**src/common/ipauth_regs.vh**
```
// Purpose: constants of the IP authentication command engine
// Assumes: bytes of one command may arrive before its header is taken, up to the FIFO depth
// Notes: status words and secret kind codes are local encodings
// Function
// Command recognised by class 80 and instruction 80 only.
// First parameter byte 00..04 selects CHAP, HA, RRQ hash, AAA, packet-access.
// Terminal issues HA, then RRQ hash, then AAA for Mobile IP.
// RRQ hash or AAA out of order answers status 98 34.
// Repeated HA operations before RRQ hash and AAA are accepted.
// CHAP: parameters 00 00, data is identifier, slot index, challenge.
// CHAP returns 16-byte hash of identifier, simple IP secret, challenge.
// CHAP slot index selects which simple IP secret is hashed.
// Hash engine sits outside behind a byte port, replaceable.
// Terminal splits registration data above 254 bytes into chained blocks.
// Chained HA blocks out of order answer status 98 34.
// Second parameter byte: 00 first, 01 next, 02 single, 03 last.
// HA returns nothing for first/next, 16 bytes after single/last.
// HA first/single data starts with slot index, then registration data.
// HA hashes the slot-selected home agent secret with protected fields.
// RRQ hash is computed and kept internally, never returned.
// AAA combines kept RRQ hash, challenge and slot-selected AAA secret.
// Packet-access operation returns CHAP response for the forwarded challenge.
// HA authenticator hashes secret, whole registration message, secret again.
// RRQ single/last data ends with 8-byte AAA extension header, hashed too.
// AAA hashes high challenge byte, AAA secret, RRQ hash, low challenge bytes.
// Packet-access hashes identifier, packet-access secret, challenge.
// Bad operation or chaining value gives error status, no computation.
// Tracker returns idle after completed AAA or any ordering error.
`ifndef IPAUTH_REGS_VH
`define IPAUTH_REGS_VH

`define IPA_CLA           8'h80
`define IPA_INS           8'h80

`define IPA_OP_CHAP       3'h0
`define IPA_OP_HA         3'h1
`define IPA_OP_RRQ        3'h2
`define IPA_OP_AAA        3'h3
`define IPA_OP_PKT        3'h4

`define IPA_P2_FIRST      2'h0
`define IPA_P2_NEXT       2'h1
`define IPA_P2_SINGLE     2'h2
`define IPA_P2_LAST       2'h3

`define IPA_SW_OK         16'h9000
`define IPA_SW_SEQ        16'h9834
`define IPA_SW_PARAM      16'h6B00
`define IPA_SW_LEN        16'h6700
`define IPA_SW_CLA        16'h6E00
`define IPA_SW_INS        16'h6D00

`define IPA_DIGEST_BYTES  5'h10
`define IPA_EXT_HDR_BYTES 8'h08
`define IPA_AAA_LOW_MAX   8'hED

`define IPA_KIND_SIMPLE   2'h0
`define IPA_KIND_HA       2'h1
`define IPA_KIND_AAA      2'h2
`define IPA_KIND_PKT      2'h3

`endif

```
**src/verilog/ipauth_fifo.v**
```verilog
// Purpose: byte FIFO between command data input and engine
// Assumes: single clock, synchronous active-low reset
// Notes: full and empty are exact; storage is flip-flops
`timescale 1ns/1ps
`default_nettype none

module ipauth_fifo #(
	parameter WIDTH  = 8,
	parameter DEPTH  = 8,
	parameter ADDR_W = 3
) (
	input  wire             clk_sys,
	input  wire             resetn,
	input  wire             inValid,
	output wire             inReady,
	input  wire [WIDTH-1:0] inData,
	output wire             outValid,
	input  wire             outReady,
	output wire [WIDTH-1:0] outData
);

	reg [WIDTH-1:0]  mem [0:DEPTH-1];
	reg [ADDR_W-1:0] wrPtr;
	reg [ADDR_W-1:0] rdPtr;
	reg [ADDR_W:0]   count;

	wire push = inValid & inReady;
	wire pop  = outValid & outReady;

	assign inReady  = (count != DEPTH[ADDR_W:0]);
	assign outValid = (count != {(ADDR_W+1){1'b0}});
	assign outData  = mem[rdPtr];

	always @(posedge clk_sys) begin
		if (push) begin
			mem[wrPtr] <= inData;
		end
	end

	always @(posedge clk_sys) begin
		if (!resetn) begin
			wrPtr <= {ADDR_W{1'b0}};
			rdPtr <= {ADDR_W{1'b0}};
			count <= {(ADDR_W+1){1'b0}};
		end else begin
			if (push) begin
				wrPtr <= (wrPtr == DEPTH[ADDR_W-1:0] - 1'b1) ? {ADDR_W{1'b0}} : wrPtr + 1'b1;
			end
			if (pop) begin
				rdPtr <= (rdPtr == DEPTH[ADDR_W-1:0] - 1'b1) ? {ADDR_W{1'b0}} : rdPtr + 1'b1;
			end
			if (push & !pop) begin
				count <= count + 1'b1;
			end else if (pop & !push) begin
				count <= count - 1'b1;
			end
		end
	end

endmodule // ipauth_fifo

`default_nettype wire

```
**src/verilog/ipauth_command_engine.v**
```verilog
// Purpose: card-side engine for the compute IP authentication command
// Assumes: up to FIFO_DEPTH data bytes may arrive before their header is taken; secret store answers in the same cycle
// Notes: hash engine is external, fed one byte at a time, restarted by hashStart
`include "ipauth_regs.vh"
`timescale 1ns/1ps
`default_nettype none

module ipauth_command_engine #(
	parameter FIFO_DEPTH  = 8,
	parameter FIFO_ADDR_W = 3
) (
	input  wire         clk_sys,
	input  wire         resetn,
	// Command header
	input  wire         cmdValid,
	output wire         cmdReady,
	input  wire [7:0]   cmdClass,
	input  wire [7:0]   cmdIns,
	input  wire [7:0]   cmdP1,
	input  wire [7:0]   cmdP2,
	input  wire [7:0]   cmdLc,
	// Command data bytes
	input  wire         dataValid,
	output wire         dataReady,
	input  wire [7:0]   dataByte,
	// Response
	output wire         respValid,
	output reg  [7:0]   respSw1,
	output reg  [7:0]   respSw2,
	output reg  [4:0]   respLen,
	output reg  [127:0] respDigest,
	// Secret store
	output reg  [1:0]   secretKind,
	output reg  [7:0]   secretSlot,
	output reg  [5:0]   secretIdx,
	input  wire [7:0]   secretByte,
	input  wire [5:0]   secretLen,
	// Hash engine
	output reg          hashStart,
	output reg          hashValid,
	input  wire         hashReady,
	output reg  [7:0]   hashByte,
	output reg          hashFinish,
	input  wire         hashDone,
	input  wire [127:0] hashDigest
);

	localparam S_IDLE   = 8'h01;
	localparam S_DATA   = 8'h02;
	localparam S_SECRET = 8'h04;
	localparam S_TAIL   = 8'h08;
	localparam S_FINISH = 8'h10;
	localparam S_WAIT   = 8'h20;
	localparam S_DRAIN  = 8'h40;
	localparam S_RESP   = 8'h80;

	localparam M_IDLE = 3'h1;
	localparam M_HA   = 3'h2;
	localparam M_RRQ  = 3'h4;

	reg [7:0]   state;
	reg [2:0]   mipState;
	reg         haChain;
	reg         rrqChain;
	reg [2:0]   op;
	reg [1:0]   chain;
	reg [7:0]   lc;
	reg [7:0]   cnt;
	reg [7:0]   slot;
	reg [7:0]   highByte;
	reg [4:0]   tailIdx;
	reg         secretEnd;
	reg [127:0] rrqHash;

	wire       fifoValid;
	wire       fifoReady;
	wire [7:0] fifoByte;

	ipauth_fifo #(
		.WIDTH  (8),
		.DEPTH  (FIFO_DEPTH),
		.ADDR_W (FIFO_ADDR_W)
	) u_fifo (
		.clk_sys  (clk_sys),
		.resetn   (resetn),
		.inValid  (dataValid),
		.inReady  (dataReady),
		.inData   (dataByte),
		.outValid (fifoValid),
		.outReady (fifoReady),
		.outData  (fifoByte)
	);

	wire canEmit   = !hashValid | hashReady;
	wire bytesLeft = (cnt != lc);
	wire isFs      = (chain == `IPA_P2_FIRST) | (chain == `IPA_P2_SINGLE);
	wire isEnd     = (chain == `IPA_P2_SINGLE) | (chain == `IPA_P2_LAST);
	wire pop       = fifoValid & fifoReady;

	assign fifoReady = (state == S_DATA) ? (bytesLeft & canEmit) :
	                   (state == S_DRAIN) ? bytesLeft : 1'b0;
	assign cmdReady  = (state == S_IDLE);
	assign respValid = (state == S_RESP);

	// Slot index bytes never enter the hash
	wire slotPos = ((op == `IPA_OP_CHAP) & (cnt == 8'h01)) |
	               ((op == `IPA_OP_HA) & isFs & (cnt == 8'h00)) |
	               ((op == `IPA_OP_AAA) & (cnt == 8'h00));
	// Byte after which the secret is inserted
	wire secretAfter = ((op == `IPA_OP_CHAP) & (cnt == 8'h01)) |
	                   ((op == `IPA_OP_HA) & isFs & (cnt == 8'h00)) |
	                   ((op == `IPA_OP_AAA) & (cnt == 8'h01)) |
	                   ((op == `IPA_OP_PKT) & (cnt == 8'h00));

	// Short challenge: high byte goes in a second time with the low part
	wire replay = (lc <= `IPA_AAA_LOW_MAX + 8'h01);

	wire [127:0] tailWord = rrqHash << {tailIdx[3:0], 3'b000};
	wire [15:0]  swOk     = `IPA_SW_OK;

	// Header check
	reg [15:0] hdrSw;
	reg        hdrSeqErr;
	reg        hdrOk;
	reg        hdrStart;
	reg [1:0]  hdrKind;

	always @* begin
		hdrSw     = `IPA_SW_OK;
		hdrSeqErr = 1'b0;
		hdrStart  = 1'b1;
		hdrKind   = `IPA_KIND_SIMPLE;
		if (cmdClass != `IPA_CLA) begin
			hdrSw = `IPA_SW_CLA;
		end else if (cmdIns != `IPA_INS) begin
			hdrSw = `IPA_SW_INS;
		end else begin
			case (cmdP1)
				8'h00: begin
					hdrKind = `IPA_KIND_SIMPLE;
					if (cmdP2 != 8'h00) begin
						hdrSw = `IPA_SW_PARAM;
					end else if (cmdLc < 8'h02) begin
						hdrSw = `IPA_SW_LEN;
					end
				end
				8'h01: begin
					hdrKind  = `IPA_KIND_HA;
					hdrStart = (cmdP2[1:0] == `IPA_P2_FIRST) | (cmdP2[1:0] == `IPA_P2_SINGLE);
					if (cmdP2 > 8'h03) begin
						hdrSw = `IPA_SW_PARAM;
					end else if (hdrStart ? (haChain | rrqChain) : !haChain) begin
						hdrSw     = `IPA_SW_SEQ;
						hdrSeqErr = 1'b1;
					end else if (hdrStart & (cmdLc == 8'h00)) begin
						hdrSw = `IPA_SW_LEN;
					end
				end
				8'h02: begin
					hdrStart = (cmdP2[1:0] == `IPA_P2_FIRST) | (cmdP2[1:0] == `IPA_P2_SINGLE);
					if (cmdP2 > 8'h03) begin
						hdrSw = `IPA_SW_PARAM;
					end else if (hdrStart ? (haChain | rrqChain | (mipState != M_HA)) :
					             !rrqChain) begin
						hdrSw     = `IPA_SW_SEQ;
						hdrSeqErr = 1'b1;
					end else if (cmdP2[1] & (cmdLc < `IPA_EXT_HDR_BYTES)) begin
						hdrSw = `IPA_SW_LEN;
					end
				end
				8'h03: begin
					hdrKind = `IPA_KIND_AAA;
					if (cmdP2 != 8'h00) begin
						hdrSw = `IPA_SW_PARAM;
					end else if ((mipState != M_RRQ) | haChain | rrqChain) begin
						hdrSw     = `IPA_SW_SEQ;
						hdrSeqErr = 1'b1;
					end else if (cmdLc < 8'h02) begin
						hdrSw = `IPA_SW_LEN;
					end
				end
				8'h04: begin
					hdrKind = `IPA_KIND_PKT;
					if (cmdP2 != 8'h00) begin
						hdrSw = `IPA_SW_PARAM;
					end else if (cmdLc == 8'h00) begin
						hdrSw = `IPA_SW_LEN;
					end
				end
				default: begin
					hdrSw = `IPA_SW_PARAM;
				end
			endcase
		end
		hdrOk = (hdrSw == `IPA_SW_OK);
	end

	always @(posedge clk_sys) begin
		if (!resetn) begin
			state      <= S_IDLE;
			mipState   <= M_IDLE;
			haChain    <= 1'b0;
			rrqChain   <= 1'b0;
			op         <= 3'h0;
			chain      <= 2'h0;
			lc         <= 8'h00;
			cnt        <= 8'h00;
			slot       <= 8'h00;
			highByte   <= 8'h00;
			tailIdx    <= 5'h00;
			secretEnd  <= 1'b0;
			rrqHash    <= 128'h0;
			respSw1    <= 8'h00;
			respSw2    <= 8'h00;
			respLen    <= 5'h00;
			respDigest <= 128'h0;
			secretKind <= 2'h0;
			secretSlot <= 8'h00;
			secretIdx  <= 6'h00;
			hashStart  <= 1'b0;
			hashValid  <= 1'b0;
			hashByte   <= 8'h00;
			hashFinish <= 1'b0;
		end else begin
			hashStart  <= 1'b0;
			hashFinish <= 1'b0;
			if (hashValid & hashReady) begin
				hashValid <= 1'b0;
			end
			if (pop) begin
				cnt <= cnt + 8'h01;
			end
			case (state)
				S_IDLE: begin
					if (cmdValid) begin
						op         <= cmdP1[2:0];
						chain      <= cmdP2[1:0];
						lc         <= cmdLc;
						cnt        <= 8'h00;
						secretIdx  <= 6'h00;
						tailIdx    <= 5'h00;
						secretEnd  <= 1'b0;
						secretKind <= hdrKind;
						secretSlot <= hdrStart ? 8'h00 : slot;
						if (hdrOk) begin
							state     <= S_DATA;
							hashStart <= hdrStart;
							case (cmdP1[2:0])
								`IPA_OP_HA: begin
									haChain  <= (cmdP2[1:0] == `IPA_P2_FIRST) |
									            (cmdP2[1:0] == `IPA_P2_NEXT);
									mipState <= cmdP2[1] ? M_HA : M_IDLE;
								end
								`IPA_OP_RRQ: begin
									rrqChain <= !cmdP2[1];
									mipState <= cmdP2[1] ? M_RRQ : M_IDLE;
								end
								`IPA_OP_AAA: begin
									mipState <= M_IDLE;
								end
								default: begin
									// Local operations break any open chain
									if (haChain | rrqChain) begin
										mipState <= M_IDLE;
									end
									haChain  <= 1'b0;
									rrqChain <= 1'b0;
								end
							endcase
						end else begin
							state   <= S_DRAIN;
							respSw1 <= hdrSw[15:8];
							respSw2 <= hdrSw[7:0];
							respLen <= 5'h00;
							if (hdrSeqErr) begin
								mipState <= M_IDLE;
								haChain  <= 1'b0;
								rrqChain <= 1'b0;
							end
						end
					end
				end
				S_DATA: begin
					if (!bytesLeft) begin
						if ((op == `IPA_OP_HA) & isEnd & !secretEnd) begin
							secretEnd <= 1'b1;
							secretIdx <= 6'h00;
							state     <= S_SECRET;
						end else if (((op == `IPA_OP_HA) | (op == `IPA_OP_RRQ)) & !isEnd) begin
							respSw1 <= swOk[15:8];
							respSw2 <= swOk[7:0];
							respLen <= 5'h00;
							state   <= S_RESP;
						end else begin
							state <= S_FINISH;
						end
					end else if (pop) begin
						if (slotPos) begin
							slot       <= fifoByte;
							secretSlot <= fifoByte;
						end else begin
							hashValid <= 1'b1;
							hashByte  <= fifoByte;
						end
						if ((op == `IPA_OP_AAA) & (cnt == 8'h01)) begin
							highByte <= fifoByte;
						end
						if (secretAfter) begin
							secretIdx <= 6'h00;
							state     <= S_SECRET;
						end
					end
				end
				S_SECRET: begin
					if (secretIdx == secretLen) begin
						if (secretEnd) begin
							state <= S_FINISH;
						end else if (op == `IPA_OP_AAA) begin
							state <= S_TAIL;
						end else begin
							state <= S_DATA;
						end
					end else if (canEmit) begin
						hashValid <= 1'b1;
						hashByte  <= secretByte;
						secretIdx <= secretIdx + 6'h01;
					end
				end
				S_TAIL: begin
					if (tailIdx < `IPA_DIGEST_BYTES) begin
						if (canEmit) begin
							hashValid <= 1'b1;
							hashByte  <= tailWord[127:120];
							tailIdx   <= tailIdx + 5'h01;
						end
					end else if ((tailIdx == `IPA_DIGEST_BYTES) & replay) begin
						if (canEmit) begin
							hashValid <= 1'b1;
							hashByte  <= highByte;
							tailIdx   <= tailIdx + 5'h01;
						end
					end else begin
						state <= S_DATA;
					end
				end
				S_FINISH: begin
					if (!hashValid) begin
						hashFinish <= 1'b1;
						state      <= S_WAIT;
					end
				end
				S_WAIT: begin
					if (hashDone) begin
						respSw1 <= swOk[15:8];
						respSw2 <= swOk[7:0];
						if (op == `IPA_OP_RRQ) begin
							rrqHash <= hashDigest;
							respLen <= 5'h00;
						end else begin
							respDigest <= hashDigest;
							respLen    <= `IPA_DIGEST_BYTES;
						end
						state <= S_RESP;
					end
				end
				S_DRAIN: begin
					if (!bytesLeft) begin
						state <= S_RESP;
					end
				end
				S_RESP: begin
					state <= S_IDLE;
				end
				default: begin
					state <= S_IDLE;
				end
			endcase
		end
	end

endmodule // ipauth_command_engine

`default_nettype wire

```
**config.mk**
```make
export PLATFORM = sky130hd
export DESIGN_NAME = ipauth_command_engine
export DESIGN_NICKNAME = d
export VERILOG_FILES = /design/src/verilog/ipauth_fifo.v /design/src/verilog/ipauth_command_engine.v
export VERILOG_INCLUDE_DIRS = /design/src /design/src/common
export SDC_FILE = /design/constraint.sdc
export NUM_CORES = 1
export LEC_CHECK = 0
export ABC_AREA = 1
export BUFFER_PORTS_ARGS = -buffer_cell sky130_fd_sc_hd__buf_2
export CORE_MARGIN = 2
export CORE_UTILIZATION = 50
export CTS_CLUSTER_DIAMETER = 50
export CTS_CLUSTER_SIZE = 8
export DETAILED_ROUTE_END_ITERATION = 6
export MAX_ROUTING_LAYER = met4
export PLACE_DENSITY = 0.76
export SYNTH_ARGS = -nofsm -noshare
export SYNTH_HDL_FRONTEND = slang
export SYNTH_HIERARCHICAL = 1
export SYNTH_SLANG_ARGS = --single-unit
```
**constraint.sdc**
```tcl
create_clock -name clk_sys -period 2.5 [get_ports clk_sys]
set_clock_uncertainty 0.15 [all_clocks]
set_input_delay 0.25 -clock clk_sys [delete_from_list [all_inputs] [get_ports clk_sys]]
set_output_delay 0.25 -clock clk_sys [all_outputs]
set_load 0.005 [all_outputs]
```
==> results.md, run 1 <==
* Status: complete, no violations
* Synthesized area at 19000 um2
* Worst Hold Class: input port to register
* Synth top area cells: dfxtp_1 (38%), edfxtp_1 (10%), nor2_1 (8.9%), inv_1 (7.0%), o21ai_0 (6.3%)
* Post-synth top cells: nor2_1 (449), dfxtp_1 (360), inv_1 (352), o21ai_0 (239), nand2_1 (228)
* Area of the multi-input gates at 7880 um2
* Area of all sequential standard cells at 9130 um2
* Register bit total from synthesis at 424
* Leak Pwr at roughly 11 nW
* Unique cell type count in the Yosys netlist at 51
* DR vias at about 19k
* Arrival time worst endpoint at roughly 2.8 ns
* Place WS at -0.189 ns
* Final setup viols at 0
* Worst-path clk slew at roughly 0.050 ns
* Final Cell Area at 25000 um2
* Total negative slack at 0 ns
* Critical path's largest stage delay at 0.41 ns
* Top-count cell post-synth: nor2_1
* Root Buffer: clkbuf_16
* Non-Filler Instances at 3569
* Gr ovfl total at 0
* Worst Tran Pin Value at 0.585 ns
* WHS at about 0.021 ns
* GP Congestion at 0.957
* Ys Warns at 6
* Proportion of netlist area held by the largest area contributor at between 30% and 40%
* Fmax at a little over 400 MHz
* Max IR drop VDD at 0.000566 V
* Final period utilization at 98.8%
* Global-route wire length before repair at approximately 90 mm
* Htree depth at 2
* Area grow syn2layout at 31.7%
* Row count at 71
* Vias in the first global route at 18.3k
* CP Class: register to register
* Gate Count Post-Synth at 2497
* Fin. max-slew vios at 0
* Starting Density at 50.6%
* Remaining antenna violation count at 0
* Min Tclk post-route at 2.47 ns
* Crit path cell chain: nor2_4 > inv_2 > nor2_4 > nand4_1 > o21ai_4 > o21a_1 > nand2_2 > ha_4 > inv_2 > buf_6 > fa_1 > o21ai_0 > nor2_1
* Leading area contributor after synthesis: dfxtp_1
* Max_cap viols at 0
* Die H at around 200 um
* Share of cells above drive strength 1 at about a fifth
* RSZ-0062 raised after global routing: true
* Placed inst area at 21500 um2
* Layout Nets at 3247
* Via density at 5.29
* Die X at 199 um
* Initial antenna violation count at 2
* Num CTS Buffers at 60
* IO buf count at ~370
* Setup crit end kind: register
* Total Die Area at between 30000 and 40000 um2
* Slew margin rel. at 61.0%
* Drt drc at 0
* Num ports at 375
* Final setup margin at slightly above 0.03 ns
* Initial DRC Count at 1329
* CTS tree: yes
* CP max FO at 3
* Core box area at 37600 um2
* Flop2flop setup slack at between 0.03 and 0.04 ns
* Wire per inst at 16.6 um
* Hold Violations, Final at 0
* Final core utilization at around two thirds
* Power, Total at around 20 mW
* Fillers at 3014
* Avg Inst Size Synth at ~7.6 um2
* Startpoint types: register
* Register area share after synthesis at between 40% and 50%
* Ys flop type: dfxtp_1
* Dpl cells at approximately 3.3k
* DPL Wire Length at between 30 and 40 mm
* Wirelength, routed at ~59 mm
* Slowest stage cell, crit path: fa_1
* Largest net degree at the start of global routing at 80
* PwrDens at roughly 800 nW/um2
* Req. time, crit path at 2.84 ns
* Number of synthesized flops with an enable pin at 64
* Clock Sinks at 424
* Clock Latency Late Sink at 0.60 ns
* Fraction of registers with async set/reset at 0%
* GRT Total Usage at 30.2%
* DRT Pass-1 Iters at 5
* Bufs on Longest Clock Path at 3
[flip-flops by register name (all words and copies together), names as in the netlist, 8 cells and up, named ones only]
| signal | count |
|---|---|
| respDigest | 128 |
| rrqHash | 128 |
| u_fifo/mem | 64 |
| cnt | 8 |
| hashByte | 8 |
| highByte | 8 |
| lc | 8 |
| secretSlot | 8 |
| slot | 8 |
| state | 8 |
[layer usage]
metal  global-route usage [%]  wire length (um)
met3                     4.32              3720
met4                     15.7              2710
met5                        -                 0
met2                     49.1             27900
met1                     36.6             25100
[placed cells by master (no fill, tap or decap), drive strengths merged, types with 2 or more instances in the layout]
cell type and instances:
a211oi 138, a21oi 215, buf 455, clkbuf 75, clkinv 4, conb 9
dfxtp 360, diode 3, dlygate4sd3 166, edfxtp 64, ha 13, inv 371
nand2 236, nand3 65, nand3b 2, nand4 25, nor2 467, nor3 26
nor3b 3, nor4 3, o211ai 3, o21a 2, o21ai 287, o22ai 32
or2 6, xnor2 4, xor2 17
[cell families after synthesis]
family,synth area share [%]
DFF,48.0
adders and majority gates,0.961
AOI/OAI and AO/OA,20.2
and+or+nand+nor,18.6
xor gates and xnor gates,0.968
buffers and inverters,11.2
other,0.0197
[path summary, 6_finish.rpt]
| check | cells after the start | startpoint | to |
|---|---|---|---|
| setup / recovery | 13 | state[0] | u_fifo/count[1] |
| hold / removal | 6 | cmdClass[6] | secretKind[0] |
| setup reg to reg | 13 | state[0] | u_fifo/count[1] |
| hold reg to reg | 1 | hashValid | hashFinish |
[power by group]
| group | switching, mW | internal, mW |
|---|---|---|
| sequential | 0.262 | 7.31 |
| combinational | 3.20 | 1.86 |
| clock | 2.88 | 4.47 |
[final cells by class]
type                    count  share of cell area, %
flip-flops and latches    424                   36.5
well taps                 511                   2.56
multi-input cells        1559                   31.5
clock buffers              75                   6.35
inverters                 371                   5.60
clock inverters             5                  0.330
diodes                      3                 0.0300
repair buffers            621                   17.2
[worst max-delay path: cells and delay by family, from the launching register on]
kind	cells	cell delay, ns
buffers and inverters	3	0.23
flip-flops	1	0.33
adder cells (fa/ha/maj)	2	0.58
AO/OA/AOI/OAI	3	0.51
AND/OR/NAND/NOR	5	0.56
[what timing repair did]
action                                 in CTS  in global routing
resized for setup                           6                 22
pin swaps                                   2                  9
setup endpoints to repair                   2                 23
hold buffers                              166                  0
endpoints found under the hold margin     364                  0
buffers inserted                            6                  3
Power figures use the tool's default switching activity.
==> run 2, diff against run 1 <==
CORE_UTILIZATION = 60   (was 50)
PLACE_DENSITY = 0.89   (was 0.76)
clock period = 3.1 ns   (was 2.5 ns; I/O delays follow)
==> run 2 against run 1 <==
Against the previous run:
- total power down 21%
- first-iteration DRC count up 42%
- sequential share of layout area up 1.3 points
- clock-buffer cell count down 2
- routed wire length up 2.6%
- clock power down 18%
- critical endpoint is now respDigest[89]
==> results.md, run 2 (synthesis gave the netlist of run 1 again) <==
* Status: complete, no violations
* Req. time, crit path at 3.40 ns
* Area of the multi-input gates at 7790 um2
* Setup crit end kind: register
* Clock Sinks at 424
* Max IR drop VDD at 0.000558 V
* Share of cells above drive strength 1 at ~18%
* Global-route wire length before repair at 94.8 mm
* Wire per inst at 18.0 um
* Area of all sequential standard cells at approximately 9100 um2
* Initial antenna violation count at 0
* Num CTS Buffers at 60
* Max_cap viols at 0
* GP Congestion at 0.935
* Die X at 182 um
* Initial DRC Count at 1893
* CP max FO at 103
* WHS Path Cells at 4
* Total negative slack at 0 ns
* Worst Tran Pin Value at 0.908 ns
* Fillers at 2104
* RR Startpoint: state[1]
* Gr ovfl total at 0
* Critical path depth at 8
* Most common cell after layout, fill and taps aside: nor2_1
* Root Buffer: clkbuf_16
* RSZ-0062 raised after global routing: false
* Flop2flop setup slack at 0.22 ns
* Reg-to-reg endpoint: respDigest[89]
* DPL Wire Length at 38.0 mm
* GRT Total Usage at 36.6%
* Post-CTS Setup Bufs at 0
* Cells on worst reg2reg path at 8
* Area grow syn2layout at 27.0%
* Slew margin rel. at between 30% and 40%
* Biggest regs: respDigest: 128 flops, rrqHash: 128 flops, u_fifo/mem: 64 flops
* Setup crit start: state[1]
* Top delay family on crit path: simple AND/OR/NAND/NOR gates
* Layout Nets at 3171
* CP Class: register to register
* Min Tclk post-route at slightly below 3 ns
* Clock Latency Late Sink at 0.58 ns
* Die H at ~180 um
* Final setup viols at 0
* Crit path cell chain: nor2_2 > inv_2 > nor2_2 > nand4_1 > nor2_1 > nand2_4 > buf_12 > a211oi_1
* Vias in the first global route at 18.7k
* Most used cell, CP: nor2_2
* Remaining antenna violation count at 0
* Num ports at 375
* CTS tree: yes
* Hold Violations, Final at 0
* PwrDens at 656 nW/um2
* Htree depth at 2
* Startpoint types: register
* Starting Density at 60.5%
* Leak Pwr at 10.9 nW
* Wirelength, routed at 60.9 mm
* Worst Hold Class: input port to register
* Worst-path clk slew at 0.06 ns
* Critical path's largest stage delay at slightly above 0.4 ns
* CP bufs+invs at 2
* Core box area at around 31000 um2
* DRT Pass-1 Iters at 6
* Fin. max-slew vios at 0
* Via density at 5.70
* Commonest cells after routing, fill and taps aside: nor2_1 (449), buf_2 (364), dfxtp_1 (359), inv_1 (351), o21ai_0 (239)
* IO buf count at 365
* Fmax at between 300 and 400 MHz
* Total Die Area at 33100 um2
* Drt drc at 0
* Critical path endpoint: respDigest[89]
* Arrival time worst endpoint at 3.18 ns
* Final period utilization at roughly 93%
* Slowest stage cell, crit path: nor2_1
* Bufs on Longest Clock Path at 3
* Final core utilization at 76.9%
* DR vias at ~19k
* Row count at 65
* Largest net degree at the start of global routing at 106
-- run 2: changes by cell type in the layout (fill, tap and decap cells not counted), moves of 3 or more --
| cell | delta |
|---|---|
| dlygate4sd3_1 | -10 |
| nor2_1 | +4 |
| nor2_4 | -4 |
| buf_12 | -4 |
| nand2_1 | +5 |
| nand2_2 | -5 |
| inv_6 | -3 |
| buf_4 | -61 |
-- run 2: power by group --
group | internal, mW | switching, mW | total [mW]
combinational | 1.26 | 2.47 | 3.73
sequential | 5.89 | 0.230 | 6.12
clock | 3.67 | 2.31 | 5.99
total | 10.8 | 5.01 | 15.8
-- run 2: layout make-up --
cell class	count	area share, %
Sequential cell	424	37.8
Multi-Input combinational cell	1559	32.3
Timing Repair Buffer	545	15.1
Clock buffer	73	6.55
Inverter	371	5.79
Tap cell	402	2.08
Clock inverter	5	0.373
Antenna cell	1	0.0104
-- run 2: metal layers --
| layer | track usage, % | vias to the layer above | share of wire [%] | wire, um |
|---|---|---|---|---|
| met5 | - | - | 0 | 0 |
| met4 | 20.8 | 0 | 5.7 | 3470 |
| met3 | 6.50 | 277 | 8.2 | 4990 |
| met2 | 60.0 | 1107 | 47 | 28800 |
| met1 | 42.7 | 8816 | 39 | 23600 |
| li1 | - | 9069 | - | - |
-- run 2: repair_timing --
item                       in CTS  in global routing
hold endpoints to repair      341                  0
hold buffers                  156                  0
resized for setup               0                  1
setup endpoints to repair       0                  1
-- run 2: how the worst min path moves through the flow --
stage | from | end | slack [ns]
after global routing | hashDone | state[5] | 0.04
after detailed placement | respDigest[60] | respDigest[60] | 0.29
final | hashDone | state[5] | 0.04
after floorplan | dataByte[0] | u_fifo/mem[0][0] | 0.26
after global placement | respDigest[66] | respDigest[66] | 0.29
after CTS | hashDone | state[5] | 0.02
-- run 2: per-stage QoR --
stage	instance area (um2)	cells	total power [mW]	worst slack, ns	hold WS [ns]
final	24100	3380	15.8	0.218	0.0382
after global routing	24100	3379	16.5	0.0559	0.0436
after CTS	24100	3379	15.8	0.346	0.0228
after detailed placement	20900	3145	9.68	0.354	0.290
after global placement	20900	3145	9.58	0.414	0.290
after floorplan	19000	2505	8.52	0.640	0.259
-- run 2: worst reg2reg max path, cell delays in order, from the launching register on --
cell and delay (ns):
dfxtp_1 0.35, nor2_2 0.18, inv_2 0.06, nor2_2 0.13, nand4_1 0.27, nor2_1 0.41, nand2_4 0.36, buf_12 0.40
a211oi_1 0.43
==> run 3, diff against run 2 <==
CORE_ASPECT_RATIO = 1.1   (was unset)
==> run 3 against run 2 <==
Against the previous run:
- critical path depth grew 7
- flip-flop and latch count unchanged
- cell count up 0.95%
- non-clock buffer count increased by 16
- combinational power about the same
- worst setup slack improved by 0.011 ns
- register-to-register slack hardly changed
- clock power shrank 3.8%
- first-iteration DRC count grew 2.9%
- die area barely moved
- fmax rose by 0.37%
- critical endpoint is now u_fifo/count[3]
- highest routed layer unchanged
==> results.md, run 3 (synthesis gave the netlist of run 1 again) <==
* Status: complete, no violations
* CP Class: register to register
* CTS tree: yes
* Drt drc at 0
* Hold Violations, Final at 0
* Num CTS Buffers at between 50 and 60
* Place WS at 0.319 ns
* Startpoint types: register
* Post-CTS Setup Bufs at 0
* DPL Wire Length at 37.7 mm
* Largest net degree at the start of global routing at between 80 and 90
* Worst Tran Pin Value at 1.00 ns
* Core box area at 31300 um2
* Reg-to-reg endpoint: u_fifo/count[3]
* Total Die Area at 33100 um2
* Slew margin rel. at 33.0%
* DR vias at slightly below 20k
* DRT Pass-1 Iters at 6
* Commonest cells after routing, fill and taps aside: nor2_1 (449), buf_2 (364), dfxtp_1 (359), inv_1 (351), o21ai_0 (239)
* Wirelength, routed at 62.4 mm
* Worst-path clk slew at 0.05 ns
* # diodes at 0
* WHS Path Cells at 5
* Global-route wire length before repair at a little under 100 mm
* Layout Nets at 3186
* Bufs on Longest Clock Path at 3
* Switching pwr at just over 5 mW
* Initial antenna violation count at 0
* Min Tclk post-route at 2.87 ns
* Share of cells above drive strength 1 at 17.7%
* Gr ovfl total at 0
* Cells on worst reg2reg path at 15
* Row count at slightly below 70
* Die H at between 150 and 200 um
* Clock Sinks at 424
* Setup crit end kind: register
* Worst Hold Launch: cmdIns[7]
* Starting Density at around 60%
* Area grow syn2layout at 27.5%
* Total negative slack at 0 ns
* Fmax at between 300 and 400 MHz
* Proportion of power drawn by the clock network at 36.8%
* Remaining antenna violation count at 0
* GRT Total Usage at 37.5%
* Flop2flop setup slack at 0.23 ns
* Most common cell after layout, fill and taps aside: nor2_1
* IO buf count at 365
* Wire per inst at between 15 and 20 um
* GP Congestion at 0.962
* RSZ-0062 raised after global routing: false
* Num ports at 375
* Non-Filler Instances at between 3k and 4k
* Htree depth at 2
* Req. time, crit path at 3.43 ns
* Worst Hold Class: input port to register
* Switching portion of total power at 32.1%
* Max_cap viols at 0
* Internal power at 10.6 mW
* Initial DRC Count at between 1.5k and 2k
* RR Startpoint: state[1]
* Via density at about 5.7
* Hold endpoint: secretKind[1]
* PwrDens at 645 nW/um2
* Final setup viols at 0
* Sequential fraction of design power at 39.2%
* Max IR drop VDD at 0.000490 V
* Final Cell Area at 24200 um2
* Biggest regs: respDigest: 128 flops, rrqHash: 128 flops, u_fifo/mem: 64 flops
* Vias in the first global route at 19.0k
* Root Buffer: clkbuf_16
* Die X at ~170 um
* Final setup margin at 0.229 ns
* Combinational Power Share at 24.0%
* Final period utilization at between 90% and 100%
* CP max FO at 5
* Fin. max-slew vios at 0
* Fillers at 2018
* Arrival time worst endpoint at 3.20 ns
* Dpl cells at 3174
* Clock Latency Late Sink at 0.59 ns
* Leak Pwr at 11.0 nW
* Placed inst area at 21000 um2
run 3: worst max path at each step:
| stage | from | to | slack, ns | cells after the start |
|---|---|---|---|---|
| global placement | state[1] | u_fifo/count[3] | 0.43 | 15 |
| global route | state[1] | u_fifo/count[3] | 0.07 | 16 |
| floorplan | state[1] | u_fifo/count[3] | 0.64 | 15 |
| CTS | state[1] | u_fifo/count[3] | 0.31 | 15 |
| finish | state[1] | u_fifo/count[3] | 0.23 | 15 |
| detailed placement | state[1] | u_fifo/count[3] | 0.32 | 15 |
run 3: timing repair:
item / CTS / global route
endpoints found under the hold margin: 355 / 0
hold buffers: 161 / 0
gates resized for setup: 0 / 0
run 3: metrics by stage:
step | power, mW | utilization, % | hold slack, ns
6_report | 15.6 | 77.4 | 0.0147
5_1_grt | 16.3 | 77.4 | 0.0305
4_1_cts | 15.5 | 77.4 | 0.000476
3_5_place_dp | 9.68 | 67.1 | 0.293
3_3_place_gp | 9.58 | 67.1 | 0.289
2_1_floorplan | 8.52 | - | 0.259
run 3: layer usage:
layer,track usage (%),vias to the layer above,part of all wire [%]
li1,-,9086,-
met1,43.0,8954,38
met2,64.2,1170,49
met3,4.88,269,7.2
met4,20.2,0,5.5
met5,-,-,0
run 3: power groups by stage:
stage | clock network (mW) | logic [mW] | registers, mW
after global routing | 6.03 | 4.12 | 6.15
after detailed placement | 0 | 3.46 | 6.22
after CTS | 5.73 | 3.67 | 6.12
after global placement | 0 | 3.38 | 6.20
final | 5.76 | 3.76 | 6.13
after floorplan | 0 | 2.34 | 6.18
run 3: final cells by class:
cell class	instances	area (um2)	share of cell area, %
multi-input cells	1559	7790	32.1
inverters	371	1400	5.77
well taps	420	526	2.17
clock buffers	75	1570	6.47
repair buffers	561	3790	15.6
clock inverters	2	32.5	0.134
flip-flops and latches	424	9130	37.7
run 3: critical path, cell delays in order, from the launching register on:
cell and delay [ns]:
dfxtp_1 0.36, nor2_2 0.18, inv_2 0.06, nor2_2 0.15
nand4_1 0.21, o21ai_2 0.16, o21a_1 0.16, nand2_2 0.08
ha_1 0.21, inv_1 0.14, ha_1 0.28, or2_2 0.32
nand3_1 0.10, nand3_1 0.09, nand2_1 0.07, inv_1 0.04
